<file path="src/serial_ctrl_params.svh">
`ifndef SERIAL_CTRL_PARAMS_SVH
`define SERIAL_CTRL_PARAMS_SVH
// Register offsets
`define OFS_LINE_FMT 3'h0
`define OFS_IRQ_DIR 3'h1
`define OFS_ERR_IRQ 3'h2
`define OFS_STATUS 3'h3
`define OFS_DATA 3'h4
`define OFS_BAUD 3'h5
`define OFS_BRK_CTL 3'h6
// Reset values
`define RST_CTRL 8'h00
`define RST_STATUS 8'hc0
`define RST_BAUD 8'h1a
// Oversampling: RT cycles 1..16 map to counts 0..15
`define RT_LAST 4'hf
`define RT_S1 4'h7
`define RT_S2 4'h8
`define RT_S3 4'h9
// Idle detection lengths in RT cycles (10 or 11 bit times)
`define IDLE_SHORT 8'ha0
`define IDLE_LONG 8'hb0
`define BITS_SHORT 4'ha
`define BITS_LONG 4'hb
`endif

</file>
<file path="src/serial_ctrl_pkg.sv">
package serial_ctrl_pkg;
    typedef struct packed {
        logic loopbackSel;
        logic moduleOn;
        logic txPolarityInvert;
        logic charLen9;
        logic wakeOnMark;
        logic idleCountStartSel;
        logic parityOn;
        logic parityOddSel;
    } line_format_t;
    typedef struct packed {
        logic txEmptyIrqEn;
        logic txDoneIrqEn;
        logic rxFullIrqEn;
        logic idleIrqEn;
        logic txOn;
        logic rxOn;
        logic rxStandby;
        logic sendBreak;
    } irq_dir_t;
    typedef struct packed {
        logic rxBit8;
        logic txBit8;
        logic [1:0] spare;
        logic overrunIrqEn;
        logic noiseIrqEn;
        logic framingIrqEn;
        logic parityIrqEn;
    } err_irq_t;
    typedef struct packed {
        logic txEmptyFlag;
        logic txDoneFlag;
        logic rxFullFlag;
        logic idleFlag;
        logic overrunFlag;
        logic noiseFlag;
        logic framingErrFlag;
        logic parityErrFlag;
    } status_t;
    typedef enum logic [2:0] {
        RX_IDLE = 3'b001,
        RX_START = 3'b010,
        RX_BITS = 3'b100
    } rx_state_t;
    typedef enum logic [1:0] {
        TX_IDLE = 2'b01,
        TX_SHIFT = 2'b10
    } tx_state_t;
endpackage

</file>
<file path="src/serial_ctrl.sv">
// Contract
// RQ1 - Overrun sets flag, older character kept, new one dropped
// RQ2 - Overrun raises error request only with its enable set
// RQ3 - Noise in start, data or stop bits sets flag; gated by enable
// RQ4 - Zero at stop bit sets framing flag; gated by enable
// RQ5 - Parity mismatch sets parity flag; gated by enable
// RQ6 - Module keeps running in wait; enabled requests wake processor
// RQ7 - Stop mode halts module, registers preserved, resumes on exit
// RQ8 - Break with clear allowed lets software clear status; stays cleared
// RQ9 - Break with clear blocked protects status; armed clear completes after
// RQ10 - Enabled module drives transmit pin as output
// RQ11 - Enabled module makes receive pin an input
// RQ12 - Loopback disconnects receive pin, feeds transmitter to receiver
// RQ13 - Module enable gates block; clearing sets empty and done flags
// RQ14 - Inversion flips every transmitted level
// RQ15 - Length bit selects 9-bit or 8-bit characters
// RQ16 - One start, one stop bit; 10 or 11 bit frames
// RQ17 - Wake select: address mark when set, idle line when clear
// RQ18 - Idle count starts after stop bit when set, start bit when clear
// RQ19 - Parity sits in character MSB, generated and checked there
// RQ20 - Parity type: odd when set, even when clear
// RQ21 - Empty, done, full flags gated by their own enables
// RQ22 - Reset clears first control register and interrupt enables
// RQ23 - Idle enable lets idle flag raise receiver request
// RQ24 - Error request is OR of each flag AND its enable
`timescale 1ns/100ps
`include "serial_ctrl_params.svh"
module serial_ctrl (
    // Clock and reset
    input wire logic clock,
    input wire logic rstn,
    // Register port
    input wire logic [2:0] regAddr,
    input wire logic [7:0] regWrData,
    input wire logic regWrite,
    input wire logic regRead,
    output logic [7:0] regRdData,
    // System state
    input wire logic stopMode,
    input wire logic breakState,
    // Shared port pins and their port-side settings
    input wire logic txPortData,
    input wire logic txPinDirectionBit,
    input wire logic rxPortData,
    input wire logic rxPinDirectionBit,
    input wire logic rxPortPinIn,
    output logic txPortPinOut,
    output logic txPortPinOe,
    output logic rxPortPinOut,
    output logic rxPortPinOe,
    // Requests
    output logic txIrq,
    output logic rxIrq,
    output logic errIrq,
    output logic wakeReq
);
    serial_ctrl_pkg::line_format_t fmt_r;
    serial_ctrl_pkg::irq_dir_t ctl2_r;
    serial_ctrl_pkg::err_irq_t ctl3_r;
    serial_ctrl_pkg::status_t stat_r, armed_r;
    serial_ctrl_pkg::rx_state_t rxState_r;
    serial_ctrl_pkg::tx_state_t txState_r;
    logic [7:0] dataRx_r, txBuf_r, baudDiv_r, baudCnt_r, idleCnt_r;
    logic [7:0] regRdData_nxt;
    logic breakClearAllow_r, idleArmed_r, rxNoise_r;
    logic [3:0] rxRt_r, txRt_r, rxBitIdx_r, txBitCnt_r;
    logic [1:0] samp_r;
    logic [8:0] rxShift_r;
    logic [10:0] txShift_r;
    logic rtTick, rxIn, txLine, maj, noisy, clrOk, rxDone, idleHit;
    logic [3:0] frameBits;
    logic [8:0] rxChar, txChar;
    logic [7:0] idleLen;
    logic rxMsb, rxParBad, deliver, statRd, dataRd, dataWr;

    assign statRd = regRead && regAddr == `OFS_STATUS;
    assign dataRd = regRead && regAddr == `OFS_DATA;
    assign dataWr = regWrite && regAddr == `OFS_DATA;
    // Break blocks status changes from software unless explicitly allowed
    assign clrOk = !breakState || breakClearAllow_r; // RQ8 RQ9
    assign frameBits = fmt_r.charLen9 ? `BITS_LONG : `BITS_SHORT; // RQ16
    assign idleLen = fmt_r.charLen9 ? `IDLE_LONG : `IDLE_SHORT;

    // Baud generator; halts in stop mode and when disabled
    assign rtTick = fmt_r.moduleOn && !stopMode && baudCnt_r == 8'h00; // RQ7 RQ13
    always_ff @(posedge clock or negedge rstn) begin
        if (!rstn) begin
            baudCnt_r <= 8'h00;
        end else if (!fmt_r.moduleOn) begin
            baudCnt_r <= 8'h00;
        end else if (!stopMode) begin
            baudCnt_r <= rtTick ? baudDiv_r : baudCnt_r - 8'h01;
        end
    end

    // Control registers
    always_ff @(posedge clock or negedge rstn) begin
        if (!rstn) begin
            fmt_r <= `RST_CTRL; // RQ22
            ctl2_r <= `RST_CTRL; // RQ22 RQ23
            ctl3_r <= `RST_CTRL;
            baudDiv_r <= `RST_BAUD;
            breakClearAllow_r <= 1'b0;
        end else begin
            if (regWrite) begin
                unique case (regAddr)
                    `OFS_LINE_FMT: fmt_r <= regWrData;
                    `OFS_IRQ_DIR: begin
                        ctl2_r <= regWrData;
                        // Enables of the halves only move while the module is on
                        if (!fmt_r.moduleOn) begin
                            ctl2_r.txOn <= ctl2_r.txOn;
                            ctl2_r.rxOn <= ctl2_r.rxOn;
                        end
                    end
                    `OFS_ERR_IRQ: ctl3_r <= {ctl3_r.rxBit8, regWrData[6], 2'b00, regWrData[3:0]};
                    `OFS_BAUD: baudDiv_r <= regWrData;
                    `OFS_BRK_CTL: breakClearAllow_r <= regWrData[7];
                    default: ;
                endcase
            end
            // Hardware wake clears standby unless software writes it now
            if ((deliver && fmt_r.wakeOnMark && rxMsb) || (idleHit && !fmt_r.wakeOnMark)) begin
                if (!(regWrite && regAddr == `OFS_IRQ_DIR)) begin
                    ctl2_r.rxStandby <= 1'b0; // RQ17
                end
            end
            if (rxDone && !(ctl2_r.rxStandby && !(fmt_r.wakeOnMark && rxMsb)) && !stat_r.rxFullFlag) begin
                ctl3_r.rxBit8 <= fmt_r.charLen9 ? rxChar[8] : rxChar[7];
            end
        end
    end

    // Receive path; loopback cuts the pin off the receiver
    assign txLine = txState_r == serial_ctrl_pkg::TX_SHIFT ? txShift_r[0] : 1'b1;
    assign rxIn = fmt_r.loopbackSel ? txLine : rxPortPinIn; // RQ12
    assign maj = (samp_r[1] & samp_r[0]) | (samp_r[1] & rxIn) | (samp_r[0] & rxIn);
    assign noisy = !((samp_r[1] == samp_r[0]) && (samp_r[0] == rxIn)); // RQ3
    assign rxDone = rtTick && rxState_r == serial_ctrl_pkg::RX_BITS && rxRt_r == `RT_S3
        && rxBitIdx_r == frameBits - 4'h2;
    assign rxChar = fmt_r.charLen9 ? rxShift_r : {1'b0, rxShift_r[8:1]}; // RQ15
    assign rxMsb = fmt_r.charLen9 ? rxChar[8] : rxChar[7];
    assign rxParBad = fmt_r.parityOn && ((^rxChar) ^ fmt_r.parityOddSel); // RQ19 RQ20
    // Standby drops characters unless an address mark wakes the receiver
    assign deliver = rxDone && (!ctl2_r.rxStandby || (fmt_r.wakeOnMark && rxMsb)); // RQ17

    always_ff @(posedge clock or negedge rstn) begin
        if (!rstn) begin
            rxState_r <= serial_ctrl_pkg::RX_IDLE;
            rxRt_r <= 4'h0;
            rxBitIdx_r <= 4'h0;
            samp_r <= 2'b11;
            rxShift_r <= 9'h000;
            rxNoise_r <= 1'b0;
        end else if (!ctl2_r.rxOn) begin
            rxState_r <= serial_ctrl_pkg::RX_IDLE;
        end else if (rtTick) begin
            rxRt_r <= rxRt_r + 4'h1;
            if (rxRt_r == `RT_S1 || rxRt_r == `RT_S2) begin
                samp_r <= {samp_r[0], rxIn};
            end
            unique case (rxState_r)
                serial_ctrl_pkg::RX_IDLE: begin
                    rxRt_r <= 4'h1;
                    rxNoise_r <= 1'b0;
                    if (!rxIn) begin
                        rxState_r <= serial_ctrl_pkg::RX_START;
                    end
                end
                serial_ctrl_pkg::RX_START: begin
                    if (rxRt_r == `RT_S3) begin
                        rxNoise_r <= noisy; // RQ3
                        // A start bit that reads mostly high was a glitch or a framing tail
                        if (maj) begin
                            rxState_r <= serial_ctrl_pkg::RX_IDLE;
                        end
                    end
                    if (rxRt_r == `RT_LAST) begin
                        rxBitIdx_r <= 4'h0;
                        rxState_r <= serial_ctrl_pkg::RX_BITS;
                    end
                end
                serial_ctrl_pkg::RX_BITS: begin
                    if (rxRt_r == `RT_S3) begin
                        rxNoise_r <= rxNoise_r | noisy; // RQ3
                        if (rxBitIdx_r < frameBits - 4'h2) begin
                            rxShift_r <= {maj, rxShift_r[8:1]};
                        end else begin
                            rxState_r <= serial_ctrl_pkg::RX_IDLE;
                        end
                    end
                    if (rxRt_r == `RT_LAST) begin
                        rxBitIdx_r <= rxBitIdx_r + 4'h1;
                    end
                end
                default: rxState_r <= serial_ctrl_pkg::RX_IDLE;
            endcase
        end
    end

    // Idle counting in RT cycles of ones
    assign idleHit = rtTick && idleCnt_r == idleLen - 8'h01 && rxIn;
    always_ff @(posedge clock or negedge rstn) begin
        if (!rstn) begin
            idleCnt_r <= 8'h00;
        end else if (!ctl2_r.rxOn || (rtTick && !rxIn)) begin
            idleCnt_r <= 8'h00;
        end else if (rtTick && idleCnt_r != idleLen) begin
            // Counting after the stop bit waits for the frame to end
            if (fmt_r.idleCountStartSel ? rxState_r == serial_ctrl_pkg::RX_IDLE
                                        : rxState_r != serial_ctrl_pkg::RX_START) begin
                idleCnt_r <= idleCnt_r + 8'h01; // RQ18
            end else begin
                idleCnt_r <= 8'h00;
            end
        end
    end

    // Transmitter
    always_comb begin
        txChar = {ctl3_r.txBit8, txBuf_r};
        if (fmt_r.parityOn && fmt_r.charLen9) begin
            txChar[8] = (^txBuf_r) ^ fmt_r.parityOddSel; // RQ19 RQ20
        end else if (fmt_r.parityOn) begin
            txChar[7] = (^txBuf_r[6:0]) ^ fmt_r.parityOddSel; // RQ19
        end
        if (!fmt_r.charLen9) begin
            txChar[8] = 1'b1;
        end
    end
    always_ff @(posedge clock or negedge rstn) begin
        if (!rstn) begin
            txState_r <= serial_ctrl_pkg::TX_IDLE;
            txShift_r <= 11'h7ff;
            txRt_r <= 4'h0;
            txBitCnt_r <= 4'h0;
        end else if (!fmt_r.moduleOn) begin
            txState_r <= serial_ctrl_pkg::TX_IDLE;
        end else if (rtTick) begin
            unique case (txState_r)
                serial_ctrl_pkg::TX_IDLE: begin
                    txRt_r <= 4'h0;
                    txBitCnt_r <= 4'h0;
                    if (ctl2_r.txOn && ctl2_r.sendBreak) begin
                        txShift_r <= 11'h000;
                        txState_r <= serial_ctrl_pkg::TX_SHIFT;
                    end else if (ctl2_r.txOn && !stat_r.txEmptyFlag) begin
                        txShift_r <= {1'b1, txChar, 1'b0}; // RQ16
                        txState_r <= serial_ctrl_pkg::TX_SHIFT;
                    end
                end
                serial_ctrl_pkg::TX_SHIFT: begin
                    txRt_r <= txRt_r + 4'h1;
                    if (txRt_r == `RT_LAST) begin
                        txShift_r <= {1'b1, txShift_r[10:1]};
                        txBitCnt_r <= txBitCnt_r + 4'h1;
                        if (txBitCnt_r == frameBits - 4'h1) begin
                            txState_r <= serial_ctrl_pkg::TX_IDLE;
                        end
                    end
                end
                default: txState_r <= serial_ctrl_pkg::TX_IDLE;
            endcase
        end
    end

    // Status flags; hardware set wins over a software clear, except the done flag, which a data write holds off
    always_ff @(posedge clock or negedge rstn) begin
        if (!rstn) begin
            stat_r <= `RST_STATUS;
            armed_r <= 8'h00;
            dataRx_r <= 8'h00;
            txBuf_r <= 8'h00;
            idleArmed_r <= 1'b0;
        end else begin
            // Arm survives a protected break so the second step completes later
            if (statRd && clrOk) begin
                armed_r <= stat_r; // RQ9
            end
            if (dataRd && clrOk) begin
                stat_r.rxFullFlag <= stat_r.rxFullFlag & ~armed_r.rxFullFlag; // RQ8
                stat_r.idleFlag <= stat_r.idleFlag & ~armed_r.idleFlag;
                stat_r.overrunFlag <= stat_r.overrunFlag & ~armed_r.overrunFlag;
                stat_r.noiseFlag <= stat_r.noiseFlag & ~armed_r.noiseFlag;
                stat_r.framingErrFlag <= stat_r.framingErrFlag & ~armed_r.framingErrFlag;
                stat_r.parityErrFlag <= stat_r.parityErrFlag & ~armed_r.parityErrFlag;
                armed_r[5:0] <= 6'h00;
            end
            if (dataWr) begin
                txBuf_r <= regWrData;
                if (clrOk && armed_r.txEmptyFlag && fmt_r.moduleOn) begin
                    stat_r.txEmptyFlag <= 1'b0;
                    stat_r.txDoneFlag <= 1'b0;
                    armed_r.txEmptyFlag <= 1'b0;
                end
            end
            if (rtTick && txState_r == serial_ctrl_pkg::TX_IDLE && ctl2_r.txOn
                    && (ctl2_r.sendBreak || !stat_r.txEmptyFlag)) begin
                stat_r.txEmptyFlag <= 1'b1;
                stat_r.txDoneFlag <= 1'b0;
            end else if (txState_r == serial_ctrl_pkg::TX_IDLE && stat_r.txEmptyFlag && !dataWr) begin
                stat_r.txDoneFlag <= 1'b1;
            end
            if (!fmt_r.moduleOn) begin
                stat_r.txEmptyFlag <= 1'b1; // RQ13
                stat_r.txDoneFlag <= 1'b1; // RQ13
            end
            if (deliver) begin
                if (stat_r.rxFullFlag) begin
                    stat_r.overrunFlag <= 1'b1; // RQ1
                end else begin
                    dataRx_r <= rxChar[7:0];
                    stat_r.rxFullFlag <= 1'b1;
                    stat_r.noiseFlag <= rxNoise_r | noisy; // RQ3
                    stat_r.framingErrFlag <= !maj; // RQ4
                    stat_r.parityErrFlag <= rxParBad; // RQ5
                    idleArmed_r <= 1'b1;
                end
            end
            if (idleHit && idleArmed_r && !ctl2_r.rxStandby) begin
                stat_r.idleFlag <= 1'b1;
                idleArmed_r <= 1'b0;
            end
        end
    end

    // Read port
    always_comb begin
        unique case (regAddr)
            `OFS_LINE_FMT: regRdData_nxt = fmt_r;
            `OFS_IRQ_DIR: regRdData_nxt = ctl2_r;
            `OFS_ERR_IRQ: regRdData_nxt = ctl3_r;
            `OFS_STATUS: regRdData_nxt = stat_r;
            `OFS_DATA: regRdData_nxt = dataRx_r;
            `OFS_BAUD: regRdData_nxt = baudDiv_r;
            `OFS_BRK_CTL: regRdData_nxt = {breakClearAllow_r, 7'h00};
            default: regRdData_nxt = 8'h00;
        endcase
    end
    always_ff @(posedge clock or negedge rstn) begin
        if (!rstn) begin
            regRdData <= 8'h00;
        end else begin
            regRdData <= regRead ? regRdData_nxt : 8'h00;
        end
    end

    // Pins: the module takes both pins over while enabled
    assign txPortPinOut = fmt_r.moduleOn ? (txLine ^ fmt_r.txPolarityInvert) : txPortData; // RQ14
    assign txPortPinOe = fmt_r.moduleOn || txPinDirectionBit; // RQ10
    assign rxPortPinOut = rxPortData;
    assign rxPortPinOe = !fmt_r.moduleOn && rxPinDirectionBit; // RQ11

    // Requests
    assign txIrq = fmt_r.moduleOn && ((stat_r.txEmptyFlag && ctl2_r.txEmptyIrqEn)
        || (stat_r.txDoneFlag && ctl2_r.txDoneIrqEn)); // RQ13 RQ21
    assign rxIrq = !ctl2_r.rxStandby && ((stat_r.rxFullFlag && ctl2_r.rxFullIrqEn)
        || (stat_r.idleFlag && ctl2_r.idleIrqEn)); // RQ21 RQ23
    assign errIrq = (stat_r.overrunFlag && ctl3_r.overrunIrqEn) || (stat_r.noiseFlag && ctl3_r.noiseIrqEn)
        || (stat_r.framingErrFlag && ctl3_r.framingIrqEn)
        || (stat_r.parityErrFlag && ctl3_r.parityIrqEn); // RQ2 RQ3 RQ4 RQ5 RQ24
    assign wakeReq = txIrq || rxIrq || errIrq; // RQ6
endmodule

</file>
<file path="config.mk">
export PLATFORM = sky130hd
export DESIGN_NAME = serial_ctrl
export DESIGN_NICKNAME = d
export VERILOG_FILES = /design/src/serial_ctrl_pkg.sv /design/src/serial_ctrl.sv
export VERILOG_INCLUDE_DIRS = /design/src
export SDC_FILE = /design/constraint.sdc
export NUM_CORES = 1
export LEC_CHECK = 0
export BUFFER_PORTS_ARGS = -buffer_cell sky130_fd_sc_hd__buf_2
export CAP_MARGIN = 20
export CELL_PAD_IN_SITES_DETAIL_PLACEMENT = 1
export CELL_PAD_IN_SITES_GLOBAL_PLACEMENT = 2
export CORE_MARGIN = 5
export CORE_UTILIZATION = 41
export DETAILED_ROUTE_END_ITERATION = 16
export PLACE_DENSITY = 0.79
export SETUP_SLACK_MARGIN = 0.5
export SLEW_MARGIN = 40
export SYNTH_ARGS = -nofsm -noshare
export SYNTH_HDL_FRONTEND = slang
export SYNTH_SLANG_ARGS = --single-unit
export TNS_END_PERCENT = 1
</file>
<file path="constraint.sdc">
create_clock -name clock -period 2.9 [get_ports clock]
set_input_delay 0.145 -clock clock [delete_from_list [all_inputs] [get_ports clock]]
set_output_delay 0.145 -clock clock [all_outputs]
set_load 0.01 [all_outputs]
</file>
==> impl_metrics.py <==
metrics = {
    "job": {
        "cap_violations": 0,
    },
    "detailed_routing": {
        "drt-initial-drc-count": 226,
        "drt_wl_total_um": 20000,
        "route.vias.total": 5520,
        "first_pass_iters": 4,
        "drtAntennaViolNets": 0,
        "drc_errors": 0,
        "viasPerCell": 5.74,
        "wl_met2_um": 10000,
        "wl_per_cell_um": 20.8,
        "route.met3.wl_um": 542,
        "met1Wirelength_um": 9040,
        "top_layer": "met5",
    },
    "hold_path": {
        "worst_hold_startpoint": "regWrData[0]",
        "whs_path_depth": 2,
        "hold_class": "in2reg",
        "holdPathEnd": "ctl2_r[0]$_DFFE_PN0P_",
    },
    "finish": {
        "fill_cells": 1957,
        "area_growth_pct": 15.0,
        "final_core_util_pct": 47.7,
        "antenna_cells": 0,
        "fin_nets": 761,
        "drive_above_1_share_pct": 23.9,
        "final_area_mm2": 0.00819,
    },
    "timing": {
        "rsz0062_at_grt": "true",
        "slew_violations": 0,
        "max_freq_ghz": 0.427,
        "maxSlewHeadroom_pct": 54.2,
        "setup_viol": 0,
        "period_share_pct": 80.7,
        "clock_skew_ps": 9.97,
        "final_hold_viol_count": 0,
        "worst_slew_pin_slew_ps": 684,
        "period_needed_ps": 2340,
        "fin_tns_setup_ps": 0,
    },
    "die": {
        "dieArea_mm2": 0.0201,
        "rows": 48,
        "core_mm2": 0.0172,
        "dieWidth_um": 142,
        "num_io_pins": 38,
        "start_util_pct": 41.5,
        "die_h_um": 142,
    },
    "worst_setup_path": {
        "worst-r2r-cell-count": 6,
        "cp-start-kind": "register",
        "end_kind": "register",
        "cp.arrival_ps": 2640,
        "crit_required_ps": 3200,
        "r2r_slack_ps": 560,
        "crit_type": "reg2reg",
        "r2r_start": "baudCnt_r[0]$_DFFE_PN0P_",
        "r2r-end": "rxShift_r[2]$_DFFE_PN0P_",
        "critPathMaxFanout": 9,
    },
    "yosys": {
        "yosysWarnings": 0,
        "synth_edf_count": 0,
        "syn_avg_cell_area_um2": 10.4,
        "syn_nets": 723,
        "synth_cell_types": 73,
        "seq_area_frac_synth_pct": 46.4,
        "ys_seq_elements": 131,
        "synth-main-ff-cell": "dfrtp_1",
        "async_flop_share_pct": 100,
        "postSynthCellCount": 686,
        "synth_area_mm2": 0.00712,
    },
    "pwr": {
        "powerDensity_mw_per_mm2": 722,
        "ir_worst_vdd_mv": 0.499,
        "leakage_nw": 3.59,
        "finalPower_mw": 5.92,
    },
    "clock_network": {
        "clockBufferDepth": 2,
        "clock-sinks": 131,
        "cts_buffers": 17,
        "cts-root-buf": "clkbuf_16",
        "clk_latency_ps": 420,
        "cts_htree_levels": 4,
        "clk_pin_slew_ps": 60,
        "cts_tree": "built",
    },
    "placement": {
        "dp_hpwl_um": 14400,
        "dpl-instance-area_mm2": 0.00756,
        "gp_congestion": 0.780,
        "port_buffers": 35,
    },
    "grt": {
        "track_usage_pct": 20.7,
        "grt_pass1_vias": 5869,
        "grt_pass1_wl_um": 32300,
        "grt.overflow.total": 0,
        "grt_antenna_before_repair": 1,
        "grt_start_max_net_pins": 79,
    },
    "run_status": {
        "outcome": "completed",
    },
}
[kinds of logic (layout without fill, tap and decap cells)]
logic type                 after synthesis  in the layout  share of synthesized area (%)
buffers and inverters                   58            109                           3.28
and+or+nand+nor                        215            215                           16.8
AOI/OAI and AO/OA                      169            169                           15.7
adders and majority gates               16             16                           2.77
muxes                                   77             77                           12.4
DFF                                    131            131                           46.4
xor gates and xnor gates                20             20                           2.67
[power breakdown]
group          switching [mW]  leakage (nW)  internal, mW
Sequential              0.286          1.67          2.14
Clock                   0.860         0.281          1.30
Combinational           0.740          1.63         0.592
Total                    1.89          3.59          4.03
[critical path, stage by stage (launching register included)]
cell and delay, ps:
dfrtp_1 400, inv_1 110, ha_1 220, and4bb_2 340
nand4_1 290, a211o_1 520, mux2_2 330
[how the worst max path moves through the flow]
| stage | start | to | slack (ps) | cells past startpoint |
|---|---|---|---|---|
| after floorplan | rxBitIdx_r[0]$_DFFE_PN0P_ | ctl3_r[7]$_DFFE_PN0P_ | 820 | 6 |
| after global routing | baudCnt_r[1]$_DFFE_PN0P_ | idleCnt_r[5]$_DFFE_PN0P_ | 420 | 7 |
| after CTS | baudCnt_r[0]$_DFFE_PN0P_ | rxShift_r[2]$_DFFE_PN0P_ | 530 | 6 |
| final | baudCnt_r[0]$_DFFE_PN0P_ | rxShift_r[2]$_DFFE_PN0P_ | 560 | 6 |
| after detailed placement | baudCnt_r[0]$_DFFE_PN0P_ | idleCnt_r[5]$_DFFE_PN0P_ | 510 | 7 |
| after global placement | baudCnt_r[0]$_DFFE_PN0P_ | idleCnt_r[5]$_DFFE_PN0P_ | 600 | 7 |
[cells in the mapped netlist (all sizes together), types with 8 or more instances]
cell / count / area share [%]
nand3b: 10 / 1.1
ha: 15 / 2.6
a22oi: 13 / 1.4
inv: 25 / 1.3
xnor2: 16 / 2.0
mux2: 51 / 8.1
nand2: 64 / 3.4
nor2b: 9 / 0.79
o21ai: 50 / 3.5
nor3: 13 / 1.4
nand3: 23 / 1.8
mux2i: 22 / 3.1
nor2: 38 / 2.0
nand2b: 13 / 1.1
a22o: 15 / 1.8
buf: 15 / 1.0
a21oi: 32 / 2.2
dfstp: 20 / 7.4
and3: 8 / 0.70
clkbuf: 17 / 0.90
dfrtp: 111 / 39
[registers in the layout, summed over array words and instances (netlist names), 3 cells and up]
| name | count |
|---|---|
| txShift_r | 11 |
| rxShift_r | 9 |
| baudCnt_r | 8 |
| baudDiv_r | 8 |
| ctl2_r | 8 |
| dataRx_r | 8 |
| fmt_r | 8 |
| idleCnt_r | 8 |
| regRdData | 8 |
| stat_r | 8 |
| txBuf_r | 8 |
| armed_r | 7 |
| ctl3_r | 6 |
| rxBitIdx_r | 4 |
| rxRt_r | 4 |
| txBitCnt_r | 4 |
| txRt_r | 4 |
| rxState_r | 3 |
[repair_timing]
| action | 4_1_cts | 5_1_grt |
|---|---|---|
| pin swaps | 0 | 2 |
| setup buffers | 0 | 2 |
| cloned | 0 | 0 |
| resized for setup | 1 | 2 |
| hold buffers | 1 | 0 |
| setup endpoints to repair | 1 | 27 |
| hold endpoints to repair | 60 | 0 |
[stage by stage]
stage | setup WS [ps] | instances | hold slack, ps
2_1_floorplan | 820 | 686 | -151
3_3_place_gp | 596 | 927 | 237
3_5_place_dp | 506 | 927 | 243
4_1_cts | 531 | 960 | 23.7
5_1_grt | 419 | 962 | 33.2
6_report | 559 | 962 | 38.5
[final cells by class]
cell class	count	area, um^2	area share [%]
multi-input cells	497	3600	43.9
clock inverters	13	149	1.82
well taps	225	282	3.44
repair buffers	51	319	3.89
flip-flops and latches	131	3300	40.3
clock buffers	19	443	5.41
inverters	26	97.6	1.19
[cells in the final DEF, fill, tap and decap left out, types with 8 or more instances in the layout]
cell / count
a21oi_1: 32
a22o_1: 15
a22oi_1: 13
and3_1: 8
buf_2: 34
buf_4: 14
clkbuf_16: 17
dfrtp_1: 111
dfstp_2: 20
ha_1: 15
inv_1: 25
mux2_2: 51
mux2i_1: 22
nand2_1: 64
nand2b_1: 12
nand3_1: 22
nand3b_1: 10
nor2_1: 38
nor2b_1: 9
nor3_1: 9
o21ai_0: 49
xnor2_1: 16
[per-layer routing]
| metal | GRT usage, % | vias to the layer above |
|---|---|---|
| li1 | - | 2567 |
| met1 | 26.7 | 2849 |
| met2 | 35.1 | 76 |
| met3 | 3.61 | 26 |
| met4 | 7.12 | 2 |
| met5 | 0 | - |
No activity file was read; power rests on OpenSTA's default activity.
